===== src/rtl/abd_pkg.sv =====
// Purpose: Shared constants and types for the address-phase drive, snoop and parity block.
// Assumes: Bus pins are synchronous to clk_sys, which is the bus clock.
// Notes:   Address bit index i on every port carries bus address line i; line 0 is the most significant.
package abd_pkg;

	// ==========================================================
	// Widths
	localparam int ABD_ADDR_W     = 32;   // Address lines
	localparam int ABD_BYTE_W     = 8;    // Bits covered by one parity bit
	localparam int ABD_PAR_W      = ABD_ADDR_W / ABD_BYTE_W; // Parity lines
	localparam int ABD_TAG_W      = 4;    // Default processor tag width

	// ==========================================================
	// Field positions (line numbers, line 0 is the MSB)
	localparam int ABD_DW_LO_POS   = 29;  // Lines 29..31 cleared for double-word alignment
	localparam int ABD_LINE_LO_POS = 27;  // Lines 27..31 cleared for cache-line alignment
	localparam int ABD_RTAG_POS    = 28;  // First line of the receiver tag in beat 0

	// ==========================================================
	// Reset values of driven pins (active-low strobes idle high)
	localparam logic                  ABD_RST_STROBE = 1'h1;
	localparam logic                  ABD_RST_OE     = 1'h0;
	localparam logic [ABD_ADDR_W-1:0] ABD_RST_ADDR   = 32'h00000000;
	localparam logic [ABD_PAR_W-1:0]  ABD_RST_PAR    = 4'hF;

	// ==========================================================
	// Cycle counts
	localparam int ABD_APE_DELAY  = 2;    // Start strobe to parity error drive, in bus cycles

	// ==========================================================
	// Master tenure states
	typedef enum logic [2:0] {
		ABD_IDLE,       // Not master
		ABD_MEM_ADDR,   // Memory address driven, waiting acknowledge
		ABD_DS_BEAT0,   // Direct-store packet 0
		ABD_DS_BEAT1,   // Direct-store packet 1, waiting acknowledge
		ABD_RELEASE     // Outputs floated, busy driven negated
	} abd_state_t;

endpackage


===== src/rtl/abd_odd_parity.sv =====
// Purpose: Per-byte odd parity generator and checker.
// Assumes: Byte k of the word is lines 8k..8k+7, matching parity line k.
// Notes:   Pure combinational; the caller registers what it drives.
module abd_odd_parity
	import abd_pkg::*;
#(
	parameter int WORD_W = ABD_ADDR_W   // Word width, whole bytes only
) (
	input  wire logic [0:WORD_W-1]            word,      // Word to cover
	input  wire logic [0:WORD_W/ABD_BYTE_W-1] parIn,     // Parity to check
	output logic      [0:WORD_W/ABD_BYTE_W-1] parOut,    // Generated odd parity
	output logic                              parBad     // Any byte plus parity even
);

	localparam int NB = WORD_W / ABD_BYTE_W; // Byte count

	// ==========================================================
	// Elaboration check
	if (WORD_W % ABD_BYTE_W != 0) begin : g_chk
		$error("abd_odd_parity: WORD_W must be whole bytes");
	end

	logic [0:NB-1] byteBad; // Per-byte check result

	// ==========================================================
	// One parity bit per byte
	for (genvar k = 0; k < NB; k++) begin : g_byte
		// Inverted XOR makes the byte plus parity odd
		assign parOut[k]  = ~(^word[k*ABD_BYTE_W +: ABD_BYTE_W]);
		// Even count over byte and received bit is an error
		assign byteBad[k] = ~(^{word[k*ABD_BYTE_W +: ABD_BYTE_W], parIn[k]});
	end

	assign parBad = |byteBad;

endmodule // abd_odd_parity


===== src/rtl/abd_addr_phase.sv =====
// Purpose: Address-phase drive, snoop capture and address parity for a shared system bus.
// Assumes: Bus pins are synchronous to clk_sys; the pad ring resolves pins from out/oe pairs.
// Notes:   Strobes are active low; open-drain error pin is driven only while low.
module abd_addr_phase
	import abd_pkg::*;
#(
	parameter int TAG_W = ABD_TAG_W     // Processor tag width
) (
	input  wire logic                  clk_sys,        // Bus clock, 20 MHz
	input  wire logic                  resetn,         // Async reset, active low
	// Requester side
	input  wire logic                  reqValid,       // Tenure request pending
	input  wire logic                  reqDirect,      // 1: direct-store, 0: memory
	input  wire logic                  reqBurst,       // Memory burst transfer
	input  wire logic                  reqWrite,       // Memory write
	input  wire logic [0:ABD_ADDR_W-1] reqAddr,        // Physical address
	input  wire logic [0:ABD_ADDR_W-1] reqPacket0,     // Direct-store control and tag packet
	output logic                       reqReady,       // Request taken this edge
	output logic                       tenureDone,     // Own address tenure acknowledged
	input  wire logic [TAG_W-1:0]      processorTag,   // Own processor tag
	// Snoop results
	output logic                       snoopValid,     // Captured snoop, one cycle
	output logic                       snoopDirect,    // Snoop was a direct-store beat 0
	output logic                       snoopReplyHit,  // Direct-store reply tag matches own
	output logic [0:ABD_ADDR_W-1]      snoopAddr,      // Captured snoop address
	output logic                       snoopParErr,    // Captured beat had even parity
	// Bus pins
	input  wire logic                  bus_grant_n,    // Bus grant
	input  wire logic                  addr_ack_n,     // Address acknowledge
	input  wire logic                  addr_bus_busy_n_in,  // Busy pin level
	output logic                       addr_bus_busy_n_out, // Busy drive value
	output logic                       addr_bus_busy_n_oe,  // Busy drive enable
	input  wire logic                  xfer_start_n_in,     // Start pin level
	output logic                       xfer_start_n_out,    // Start drive value
	output logic                       xfer_start_n_oe,     // Start drive enable
	input  wire logic                  ext_xfer_start_n_in, // Extended start pin level
	output logic                       ext_xfer_start_n_out,// Extended start drive value
	output logic                       ext_xfer_start_n_oe, // Extended start drive enable
	input  wire logic [0:ABD_ADDR_W-1] addr_lines_in,      // Address pin levels
	output logic      [0:ABD_ADDR_W-1] addr_lines_out,     // Address drive value
	output logic                       addr_lines_oe,      // Address drive enable
	input  wire logic [0:ABD_PAR_W-1]  addr_byte_parity_in,  // Parity pin levels
	output logic      [0:ABD_PAR_W-1]  addr_byte_parity_out, // Parity drive value
	output logic                       addr_byte_parity_oe,  // Parity drive enable
	output logic                       addr_parity_err_n_out,// Error drive value, open drain
	output logic                       addr_parity_err_n_oe  // Error drive enable
);

	// ==========================================================
	// Elaboration check
	if (TAG_W < 1 || TAG_W > ABD_ADDR_W - ABD_RTAG_POS) begin : g_chk
		$error("abd_addr_phase: TAG_W does not fit the receiver tag field");
	end

	// ==========================================================
	// State record
	typedef struct packed {
		abd_state_t            st;        // Master tenure state
		logic [0:ABD_ADDR_W-1] addr;      // Driven address
		logic [0:ABD_PAR_W-1]  par;       // Driven parity
		logic                  addrOe;    // Address and parity enable
		logic [0:ABD_ADDR_W-1] beat1;     // Held direct-store address
		logic                  tsOut;     // Start value
		logic                  tsOe;      // Start enable
		logic                  xsOut;     // Extended start value
		logic                  xsOe;      // Extended start enable
		logic                  abbOut;    // Busy value
		logic                  abbOe;     // Busy enable
		logic                  othersTen; // Another master between start and ack
		logic                  capNow;    // Snoop captured last edge
		logic                  capDirect; // Capture was direct-store
		logic [0:ABD_ADDR_W-1] capAddr;   // Captured address
		logic [0:ABD_PAR_W-1]  capPar;    // Captured parity
		logic                  apeDrive;  // Error pin being pulled low
		logic                  done;      // Tenure done pulse
	} abd_regs_t;

	abd_regs_t r;       // Registered state
	abd_regs_t next_r;  // Next state

	// ==========================================================
	// Parity helpers
	logic [0:ABD_ADDR_W-1] driveWord;  // Word about to be driven
	logic [0:ABD_PAR_W-1]  drivePar;   // Its parity
	logic                  capBad;     // Captured word parity error

	abd_odd_parity #(.WORD_W(ABD_ADDR_W)) u_genPar (
		.word   (driveWord),
		.parIn  (ABD_RST_PAR),
		.parOut (drivePar),
		.parBad ()
	);

	abd_odd_parity #(.WORD_W(ABD_ADDR_W)) u_chkPar (
		.word   (r.capAddr),
		.parIn  (r.capPar),
		.parOut (),
		.parBad (capBad)
	);

	// ==========================================================
	// Grant qualification
	logic ackSeen;    // Acknowledge low this cycle
	logic otherStart; // Another master started a tenure
	logic qualGrant;  // Free to take the bus
	logic [0:ABD_ADDR_W-1] alignedAddr; // Memory address after burst alignment

	assign ackSeen    = ~addr_ack_n;
	assign otherStart = (~xfer_start_n_in & ~r.tsOe) | (~ext_xfer_start_n_in & ~r.xsOe);
	// Own busy drive never blocks; it floats in the same cycle the state is idle again
	// Busy from elsewhere, or a foreign tenure in flight, blocks the grant
	assign qualGrant  = ~bus_grant_n & (addr_bus_busy_n_in | r.abbOe) & ~r.othersTen
		& ~otherStart & (r.st == ABD_IDLE);
	assign reqReady   = reqValid & qualGrant;

	// ==========================================================
	// Burst alignment of the memory address
	always_comb begin
		alignedAddr = reqAddr;
		if (reqBurst) begin
			// Read: critical double word; write: start of the line
			for (int i = 0; i < ABD_ADDR_W; i++) begin
				if ((reqWrite && i >= ABD_LINE_LO_POS) || (!reqWrite && i >= ABD_DW_LO_POS)) begin
					alignedAddr[i] = 1'h0;
				end
			end
		end
	end

	// ==========================================================
	// Next-state logic
	always_comb begin
		next_r      = r;
		next_r.done = 1'h0;
		driveWord   = r.addr;

		// Start strobes: assert one cycle, drive negated one cycle, then float
		if (r.tsOe && !r.tsOut) begin
			next_r.tsOut = 1'h1;
		end else if (r.tsOe) begin
			next_r.tsOe = 1'h0;
		end
		if (r.xsOe && !r.xsOut) begin
			next_r.xsOut = 1'h1;
		end else if (r.xsOe) begin
			next_r.xsOe = 1'h0;
		end

		unique case (r.st)
			ABD_IDLE: begin
				if (reqReady && !reqDirect) begin
					// Address, busy and start together, cycle after grant
					driveWord     = alignedAddr;
					next_r.addrOe = 1'h1;
					next_r.tsOut  = 1'h0;
					next_r.tsOe   = 1'h1;
					next_r.abbOut = 1'h0;
					next_r.abbOe  = 1'h1;
					next_r.st     = ABD_MEM_ADDR;
				end else if (reqReady) begin
					// Packet 0 with extended start; address kept for beat 1
					driveWord     = reqPacket0;
					next_r.beat1  = reqAddr;
					next_r.addrOe = 1'h1;
					next_r.xsOut  = 1'h0;
					next_r.xsOe   = 1'h1;
					next_r.abbOut = 1'h0;
					next_r.abbOe  = 1'h1;
					next_r.st     = ABD_DS_BEAT0;
				end
			end
			ABD_MEM_ADDR: begin
				// Address held, no increment across the burst
				if (ackSeen) begin
					next_r.st = ABD_RELEASE;
				end
			end
			ABD_DS_BEAT0: begin
				// Always one cycle, whatever acknowledge does
				driveWord = r.beat1;
				next_r.st = ABD_DS_BEAT1;
			end
			ABD_DS_BEAT1: begin
				if (ackSeen) begin
					next_r.st = ABD_RELEASE;
				end
			end
			ABD_RELEASE: begin
				// Busy goes quiet after its negated cycle
				next_r.abbOe = 1'h0;
				next_r.st    = ABD_IDLE;
			end
		endcase

		// Acknowledge: float address and parity next cycle, negate busy
		if ((r.st == ABD_MEM_ADDR || r.st == ABD_DS_BEAT1) && ackSeen) begin
			next_r.addrOe = 1'h0;
			next_r.abbOut = 1'h1;
			next_r.done   = 1'h1;
		end

		next_r.addr = driveWord;
		next_r.par  = drivePar;

		// Foreign tenure from its start to its acknowledge
		if (ackSeen) begin
			next_r.othersTen = 1'h0;
		end
		// A new start wins over an acknowledge that closes the previous tenure
		if (otherStart) begin
			next_r.othersTen = 1'h1;
		end

		// Snoop capture only in the start cycle; direct-store beat 0 only
		next_r.capNow    = otherStart;
		next_r.capDirect = ~ext_xfer_start_n_in & ~r.xsOe;
		if (otherStart) begin
			next_r.capAddr = addr_lines_in;
			next_r.capPar  = addr_byte_parity_in;
		end

		// Check in the cycle after start, pull low in the second cycle
		next_r.apeDrive = r.capNow & capBad;
	end

	// ==========================================================
	// State register
	// Reset loads constants only: pins float, strobes read negated
	always_ff @(posedge clk_sys or negedge resetn) begin
		if (!resetn) begin
			r.st        <= ABD_IDLE;
			r.addr      <= ABD_RST_ADDR;
			r.par       <= ABD_RST_PAR;
			r.addrOe    <= ABD_RST_OE;
			r.beat1     <= ABD_RST_ADDR;
			r.tsOut     <= ABD_RST_STROBE;
			r.tsOe      <= ABD_RST_OE;
			r.xsOut     <= ABD_RST_STROBE;
			r.xsOe      <= ABD_RST_OE;
			r.abbOut    <= ABD_RST_STROBE;
			r.abbOe     <= ABD_RST_OE;
			r.othersTen <= 1'h0;
			r.capNow    <= 1'h0;
			r.capDirect <= 1'h0;
			r.capAddr   <= ABD_RST_ADDR;
			r.capPar    <= ABD_RST_PAR;
			r.apeDrive  <= 1'h0;
			r.done      <= 1'h0;
		end else begin
			r <= next_r;
		end
	end

	// ==========================================================
	// Pin drive
	// Address and parity share one enable, so they float in the same cycle
	assign addr_lines_out        = r.addr;
	assign addr_lines_oe         = r.addrOe;
	assign addr_byte_parity_out  = r.par;
	assign addr_byte_parity_oe   = r.addrOe;
	assign xfer_start_n_out      = r.tsOut;
	assign xfer_start_n_oe       = r.tsOe;
	assign ext_xfer_start_n_out  = r.xsOut;
	assign ext_xfer_start_n_oe   = r.xsOe;
	assign addr_bus_busy_n_out   = r.abbOut;
	assign addr_bus_busy_n_oe    = r.abbOe;
	// Open drain: only ever drives low, floats on the third cycle
	assign addr_parity_err_n_out = 1'h0;
	assign addr_parity_err_n_oe  = r.apeDrive;

	// ==========================================================
	// Snoop results, valid in the cycle after capture
	// Flags other than snoopAddr mean nothing without snoopValid
	assign snoopValid    = r.capNow;
	assign snoopDirect   = r.capDirect;
	assign snoopAddr     = r.capAddr;
	assign snoopParErr   = r.capNow & capBad;
	// Reply beat carries tags, not an address
	assign snoopReplyHit = r.capNow & r.capDirect
		& (r.capAddr[ABD_RTAG_POS +: TAG_W] == processorTag);
	assign tenureDone    = r.done;

endmodule // abd_addr_phase


===== config.mk =====
export PLATFORM = sky130hd
export DESIGN_NAME = abd_addr_phase
export DESIGN_NICKNAME = d
export VERILOG_FILES = /design/src/rtl/abd_pkg.sv /design/src/rtl/abd_odd_parity.sv /design/src/rtl/abd_addr_phase.sv
export SDC_FILE = /design/constraint.sdc
export NUM_CORES = 1
export LEC_CHECK = 0
export BUFFER_PORTS_ARGS = -buffer_cell sky130_fd_sc_hd__buf_2
export CORE_UTILIZATION = 56
export CTS_CLUSTER_DIAMETER = 120
export DETAILED_ROUTE_END_ITERATION = 10
export GPL_TIMING_DRIVEN = 0
export PLACE_DENSITY = 0.86
export SETUP_SLACK_MARGIN = 0.5
export SYNTH_ARGS = -nofsm -noshare
export SYNTH_HDL_FRONTEND = slang
export SYNTH_SLANG_ARGS = --single-unit

===== constraint.sdc =====
create_clock -name clk_sys -period 3.7 [get_ports clk_sys]
set_input_delay 0.74 -clock clk_sys [delete_from_list [all_inputs] [get_ports clk_sys]]
set_output_delay 0.74 -clock clk_sys [all_outputs]
set_load 0.02 [all_outputs]

==> flow_metrics.tcl, run 1 <==
set metrics [dict create \
    status "complete, no violations" \
    vias_per_cell 5.418 \
    die_area_um2 11860 \
    die-height_um 108.9 \
    slowest_delay_ps 500 \
    p_clk_share_pct 31.7 \
    p_sw_share_pct 33.00 \
    critPathArrivalTime_ps 2310 \
    synth.avg_cell_area_um2 11.47 \
    yosysSeqAreaShare_pct 46.73 \
    grt_util_met1_pct 34.63 \
    critPathKind "input pin to primary output" \
    grtUsageTotal_pct 29.16 \
    sequentialPowerShare_pct 32.6 \
    grt_pass1_wl_um 25650 \
    endpoint_kind "primary output" \
    power.switching_mw 1.691 \
    leakagePower_nw 4.229 \
    cp_slowest_cell "or4_1" \
    dp_hpwl_um 12090 \
    grtUsageMet3_pct 6.695 \
    synth.area.top_cells "dfrtp_1 42%, mux2_2 13%, buf_4 8.2%" \
    drt_iter0_markers 258 \
    regToRegStartpoint "ext_xfer_start_n_oe$_DFF_PN0_" \
    fmax_mhz 328.0 \
    io_pins 199 \
    required_ps 2960 \
    setup_tns_ps 0 \
    start_util_pct 58.29 \
    cts_hold_buf 0 \
    peakVddDrop_uv 362.6 \
    p_comb_share_pct 35.7 \
    synth-main-ff-cell "dfrtp_1" \
    hold_viol 0 \
    yosys_warnings 0 \
    cts_setup_buffers 0 \
    nFillCells 766 \
    clock_skew_ps 7.990 \
    async_reset_ff_share_pct 100.0 \
    yosysTopAreaCellShare_pct 42.21 \
    numClockSinks 119 \
    cts_max_level 4 \
    tightest_slew_ps 689.1 \
    cp_cell_sequence "buf_2 > or3b_4 > or4_1 > buf_6 > buf_6 > inv_1 > buf_2" \
    synth.largest_area_cell "dfrtp_1" \
    clkTransAtPathRegs_ps 50 \
    cts_resized 0 \
    synth_area_um2 6402 \
    place_area_um2 7597 \
    antenna_cells 0 \
    cts_buffers 17 \
    grt_max_degree 101 \
    slew_headroom_pct 54.06 \
    cts-root-buf "clkbuf_16" \
    path_max_fanout 10 \
    met2_usage_pct 50.67 \
    clock_latency_ps 410 \
    cts_tree "yes" \
    most-common-layout-cells "205 x buf_2, 108 x dfrtp_1, 73 x mux2_2, 70 x buf_4, 38 x nand2_1" \
    nNetsFinal 890 \
    ctsLongestPathBuffers 2 \
    drive_above_1_share_pct 52.92 \
    ant_nets 0 \
    worst_setup_path_start_kind "input pin" \
    final_core_util_pct 74.52 \
    synth_edf_count 0 \
    fin_area_um2 8184 \
    drc 0 \
    cap_viol_max_count 0 \
    numPortBuffers 197 \
    overflow 0 \
    setup_viol 0 \
    synth_nets 673 \
    coreArea_um2 10980 \
    wire_per_inst_um 17.87 \
    synthCells 558 \
    busiest_layer "met2" \
    ys_types 53 \
    gp_congestion 0.8152 \
    hp-class "input pin to async pin" \
    intPower_mw 3.434 \
    firstDrtPassIters 4 \
    row_count 38 \
    grt_pass1_vias 5069 \
    fin_crit_ps 3049 \
    antenna_found_initial 0 \
    fin_crit_sh_pct 82.40 \
    critPathLaunch "bus_grant_n" \
    final_common_cell "buf_2" \
    die_width_um 108.9 \
    vias 5028 \
    syn_to_final_growth_pct 27.83 \
    ys_ff_latch 119 \
    rsz0062_at_grt "false" \
    power.density_nw_per_um2 626.2 \
    slew_viol_final 0 \
    wl_um 16590 \
]
## flip-flops by register name, summed over array words and instances, names as in the netlist
name,cells
tenureDone,1
addr_parity_err_n_oe,1
snoopDirect,1
addr_byte_parity_out,4
snoopValid,1
xfer_start_n_oe,1
addr_bus_busy_n_oe,1
addr_byte_parity_oe,1
ext_xfer_start_n_out,1
ext_xfer_start_n_oe,1
addr_bus_busy_n_out,1
snoopAddr,32
addr_lines_out,32
xfer_start_n_out,1
r,40
## per-layer routing
metal / up-vias / wire, um / part of all wire, %
met5: - / 0 / 0
met3: 27 / 1255 / 7.6
li1: 2320 / - / -
met1: 2439 / 6640 / 40
met2: 242 / 8363 / 50
met4: 0 / 325 / 2.0
## power by group through the flow
stage,Clock (mW),Combinational [mW],Sequential (mW)
global route,1.69,1.96,1.69
finish,1.62,1.83,1.67
floorplan,0,1.30,1.66
detailed placement,0,1.82,1.68
global placement,0,1.78,1.67
CTS,1.64,1.83,1.67
## final cells by class
| cell class | instances | area (um^2) | share of cell area, % |
|---|---|---|---|
| flip-flops and latches | 119 | 2992 | 36.55 |
| multi-input cells | 337 | 2709 | 33.10 |
| repair buffers | 198 | 1020 | 12.46 |
| plain buffers | 97 | 684.4 | 8.363 |
| clock buffers | 23 | 488.0 | 5.962 |
| well taps | 140 | 175.2 | 2.140 |
| clock inverters | 9 | 97.59 | 1.192 |
| inverters | 5 | 18.77 | 0.2293 |
## cells in the mapped netlist, types with 2 or more instances
library cell    n
a211oi_1        2
a21o_1         11
a21oi_1        19
a21oi_2         2
a221o_1        10
a221o_2         7
a22oi_1         2
a32o_1          2
a32oi_1         2
buf_1           2
buf_2           9
buf_4          70
buf_6           6
clkbuf_1       10
dfrtp_1       108
dfstp_2        11
inv_1           4
mux2_2         73
mux2i_1        24
nand2_1        38
nand3_1         9
nor2_1         29
o21ai_0        14
o221ai_1        2
o22ai_1         3
o31ai_1         7
or2_2           2
or3_1           7
xnor2_1        37
xnor3_1         4
xor2_1         10
## cells by family after synthesis
logic type	Yosys count	synth area share, %
XOR/XNOR	53	8.345
flip-flops	119	46.73
multiplexers	97	16.59
AND/OR/NAND/NOR	96	6.997
other	1	0.05857
buffers and inverters	102	10.96
AO/OA/AOI/OAI	90	10.32
## worst max-delay path, delay by kind of cell
| family | cells | cell delay (ps) |
|---|---|---|
| buffers and inverters | 5 | 650 |
| and+or+nand+nor | 2 | 910 |
## worst paths after layout
kind	to	slack, ps	depth (start not counted)
min in group clk_sys	r[40]$_DFFE_PN0P_	480	1
setup reg to reg	addr_byte_parity_out[0]$_DFF_PN1_	820	10
setup / recovery	reqReady	650	7
hold reg to reg	r[40]$_DFFE_PN0P_	480	1
max in group asynchronous	addr_byte_parity_out[2]$_DFF_PN1_	2770	2
hold / removal	snoopAddr[10]$_DFFE_PN0P_	160	1
## stage by stage
| stage | power (mW) | setup slack (ps) | cells | hold slack [ps] |
|---|---|---|---|---|
| floorplan | 2.962 | 844.8 | 558 | 444.4 |
| global placement | 3.448 | 405.4 | 895 | 461.1 |
| detailed placement | 3.504 | 383.1 | 896 | 471.6 |
| CTS | 5.141 | 642.1 | 928 | 161.1 |
| global route | 5.346 | 608.4 | 928 | 171.4 |
| finish | 5.125 | 651.1 | 928 | 164.4 |
No activity file was read; power rests on OpenSTA's default activity.
==> run 2: changes to the inputs <==
--- a/config.mk
+++ b/config.mk
@@ -5,12 +5,13 @@
 export SDC_FILE = /design/constraint.sdc
 export NUM_CORES = 1
 export LEC_CHECK = 0
+export ABC_AREA = 1
 export BUFFER_PORTS_ARGS = -buffer_cell sky130_fd_sc_hd__buf_2
-export CORE_UTILIZATION = 56
+export CORE_UTILIZATION = 48
 export CTS_CLUSTER_DIAMETER = 120
 export DETAILED_ROUTE_END_ITERATION = 10
 export GPL_TIMING_DRIVEN = 0
-export PLACE_DENSITY = 0.86
+export PLACE_DENSITY = 0.78
 export SETUP_SLACK_MARGIN = 0.5
 export SYNTH_ARGS = -nofsm -noshare
 export SYNTH_HDL_FRONTEND = slang
==> constraint.sdc (replaced) <==
create_clock -name clk_sys -period 2.7 [get_ports clk_sys]
set_input_delay 0.54 -clock clk_sys [delete_from_list [all_inputs] [get_ports clk_sys]]
set_output_delay 0.54 -clock clk_sys [all_outputs]
set_load 0.02 [all_outputs]
==> run 2 against run 1 <==
  * Wire length rose by 14%
  * Clock power increased by 42%
  * Synthesized area is 7.0% higher
  * Setup slack got worse by 540 ps
  * Power grew 34%
  * Utilization shrank 10 points
  * Clock-buffer cell count increased by 2
  * Sequential power grew 33%
  * Non-clock buffer count up 10
  * Global-route usage is 2.7 points lower
  * Sequential share of layout area fell by 2.9 points
  * Critical endpoint is now snoopParErr
  * Largest cell class is now multi-input combinational cells
  * Largest power group unchanged
==> flow_metrics.tcl, run 2 <==
set metrics [dict create \
    synth_nets 1074 \
    wire_per_inst_um 13.67 \
    largest_register_ffs 40 \
    nNetsFinal 1302 \
    p_total_mw 6.890 \
    worst_setup_path_start_kind "flop" \
    required_ps 2160 \
    hold_viol 0 \
    async_reset_ff_share_pct 100.0 \
    die-height_um 121.4 \
    grt_pass1_wl_um 29770 \
    wl_met2_um 9081 \
    cts_tree "yes" \
    synth.area.top_cells "dfrtp_1 39%, nand2_1 30%, buf_4 7.9%" \
    p_sw_share_pct 35.38 \
    place_area_um2 8093 \
    clkTransAtPathRegs_ps 50 \
    fin_crit_ps 2591 \
    synth_edf_count 0 \
    dp_hpwl_um 13490 \
    status "complete, no violations" \
    cts_hold_buf 0 \
    synth_common_cells "544 x nand2_1, 108 x dfrtp_1, 72 x buf_4" \
    ys_types 33 \
    setup_tns_ps 0 \
    final_common_cell "nand2_1" \
    cts-root-buf "clkbuf_16" \
    cp_slowest_cell "dfstp_2" \
    wl_um 18860 \
    firstDrtPassIters 5 \
    numPortBuffers 197 \
    synth.largest_area_cell "dfrtp_1" \
    overflow 0 \
    yosysSeqAreaShare_pct 43.69 \
    ys_ff_latch 119 \
    top_layer "met4" \
    cap_viol_max_count 0 \
    endpoint_kind "primary output" \
    leakagePower_nw 5.354 \
    antenna_found_initial 0 \
    ctsLongestPathBuffers 2 \
    drt_iter0_markers 421 \
    rsz0062_at_grt "true" \
    start_util_pct 49.33 \
    synth-main-ff-cell "dfrtp_1" \
    synthCells 959 \
    slew_headroom_pct 61.43 \
    sequentialPowerShare_pct 32.2 \
    power.density_nw_per_um2 774.1 \
    grtUsageTotal_pct 26.49 \
    row_count 43 \
    critPathKind "flop to primary output" \
    cts_max_level 4 \
    die_area_um2 14750 \
    setup_viol 0 \
    critPathArrivalTime_ps 2050 \
    peakVddDrop_uv 413.5 \
    hp-class "input pin to async pin" \
    fin_area_um2 8901 \
    hold_ws_ps 67.16 \
    clock_latency_ps 420 \
    slowest_delay_ps 550 \
    ant_nets 0 \
    numClockSinks 119 \
    io_pins 199 \
    grt_max_degree 66 \
    drc 0 \
    yosysTopAreaCellShare_pct 39.47 \
    die_width_um 121.4 \
    vias_per_cell 4.915 \
    yosysMostFrequentCell "nand2_1" \
    cp.buffers_inverters 1 \
    slew_viol_final 0 \
    intPower_mw 4.453 \
    p_clk_share_pct 33.3 \
    vias 6783 \
    path_max_fanout 2 \
    most-common-layout-cells "543 x nand2_1, 203 x buf_2, 107 x dfrtp_1, 84 x buf_4, 31 x inv_1" \
    grt_pass1_vias 6411 \
    wl_met3_um 1336 \
    antenna_cells 0 \
    wl_met1_um 7995 \
    yosys_warnings 0 \
    synth.avg_cell_area_um2 7.141 \
    clock_skew_ps 7.357 \
    cp_cell_sequence "xnor2_2 > xor2_1 > xor2_1 > xnor2_1 > nand3_1 > nor2_1 > nor2_1 > buf_4" \
    cts_buffers 17 \
    p_comb_share_pct 34.5 \
    nFillCells 1221 \
    drive_above_1_share_pct 32.17 \
    syn_to_final_growth_pct 29.98 \
    regMostFlops "r" \
    critPathTopFamily "XOR/XNOR gates" \
    fin_crit_sh_pct 95.96 \
    fmax_mhz 385.9 \
    gp_congestion 0.8628 \
    coreArea_um2 13880 \
    synth_area_um2 6848 \
    tightest_slew_ps 578.5 \
    power.switching_mw 2.438 \
]
-- run 2: cell count changes in the layout (fill, tap and decap cells not counted), sizes merged, moves of 11 or more --
cell and change:
nor2 +18, a21o -11, a221o -17, a21oi -20, xnor2 -15, inv +44, nand2 +510, mux2 -73
mux2i -24, nand4 +26
-- run 2: kinds of logic after synthesis --
group,share of synthesized area [%]
other cells,0.05476
buf+inv,12.44
compound gates,2.101
simple gates,37.75
flops,43.69
xor+xnor,3.965
-- run 2: repair_timing --
item	in CTS	in global routing
resized for setup	6	28
pin swaps	8	9
setup buffers	1	9
cloned	0	1
setup endpoints to repair	10	27
-- run 2: worst paths after layout --
path                                         from                           endpoint  slack [ps]  depth (start not counted)
max in group asynchronous                  resetn  addr_byte_parity_out[3]$_DFF_PN1_        1880                          2
max reg2reg                     r[40]$_DFFE_PN0P_  addr_byte_parity_out[3]$_DFF_PN1_         590                         17
min                                        resetn        addr_lines_out[1]$_DFF_PN0_          70                          1
min in group clk_sys       addr_byte_parity_in[1]                   r[4]$_DFFE_PN1P_         320                          3
min reg2reg                     r[67]$_DFFE_PN0P_                  r[67]$_DFFE_PN0P_         470                          2
max                              r[5]$_DFFE_PN1P_                        snoopParErr         110                          8
-- run 2: per-layer routing --
metal	vias to the layer above	global-route usage, %
met5	-	0
met4	0	11.73
met3	42	5.122
met2	273	44.67
met1	3131	32.77
li1	3337	-
-- run 2: layout make-up --
class / count / area (um^2) / share of cell area [%]
multi-input cells: 695 / 3068 / 34.47
repair buffers: 209 / 1125 / 12.64
plain buffers: 96 / 699.4 / 7.858
clock inverters: 7 / 90.09 / 1.012
flip-flops and latches: 119 / 2993 / 33.62
clock buffers: 25 / 515.5 / 5.791
inverters: 49 / 185.2 / 2.080
well taps: 180 / 225.2 / 2.530
-- run 2: metrics by stage --
step	utilization (%)	cells	setup slack (ps)
floorplan	-	959	572.8
global placement	58.06	1336	-436.8
detailed placement	58.30	1337	249.4
CTS	62.93	1370	100.7
global route	64.12	1380	36.68
finish	64.12	1380	109.0
-- run 2: power by group through the flow --
stage               sequential (mW)  clock [mW]  combinational [mW]
global route                   2.25        2.40                2.63
detailed placement             2.23           0                2.29
CTS                            2.21        2.31                2.32
finish                         2.22        2.30                2.38
floorplan                      2.23           0                1.59
global placement               2.23           0                2.25
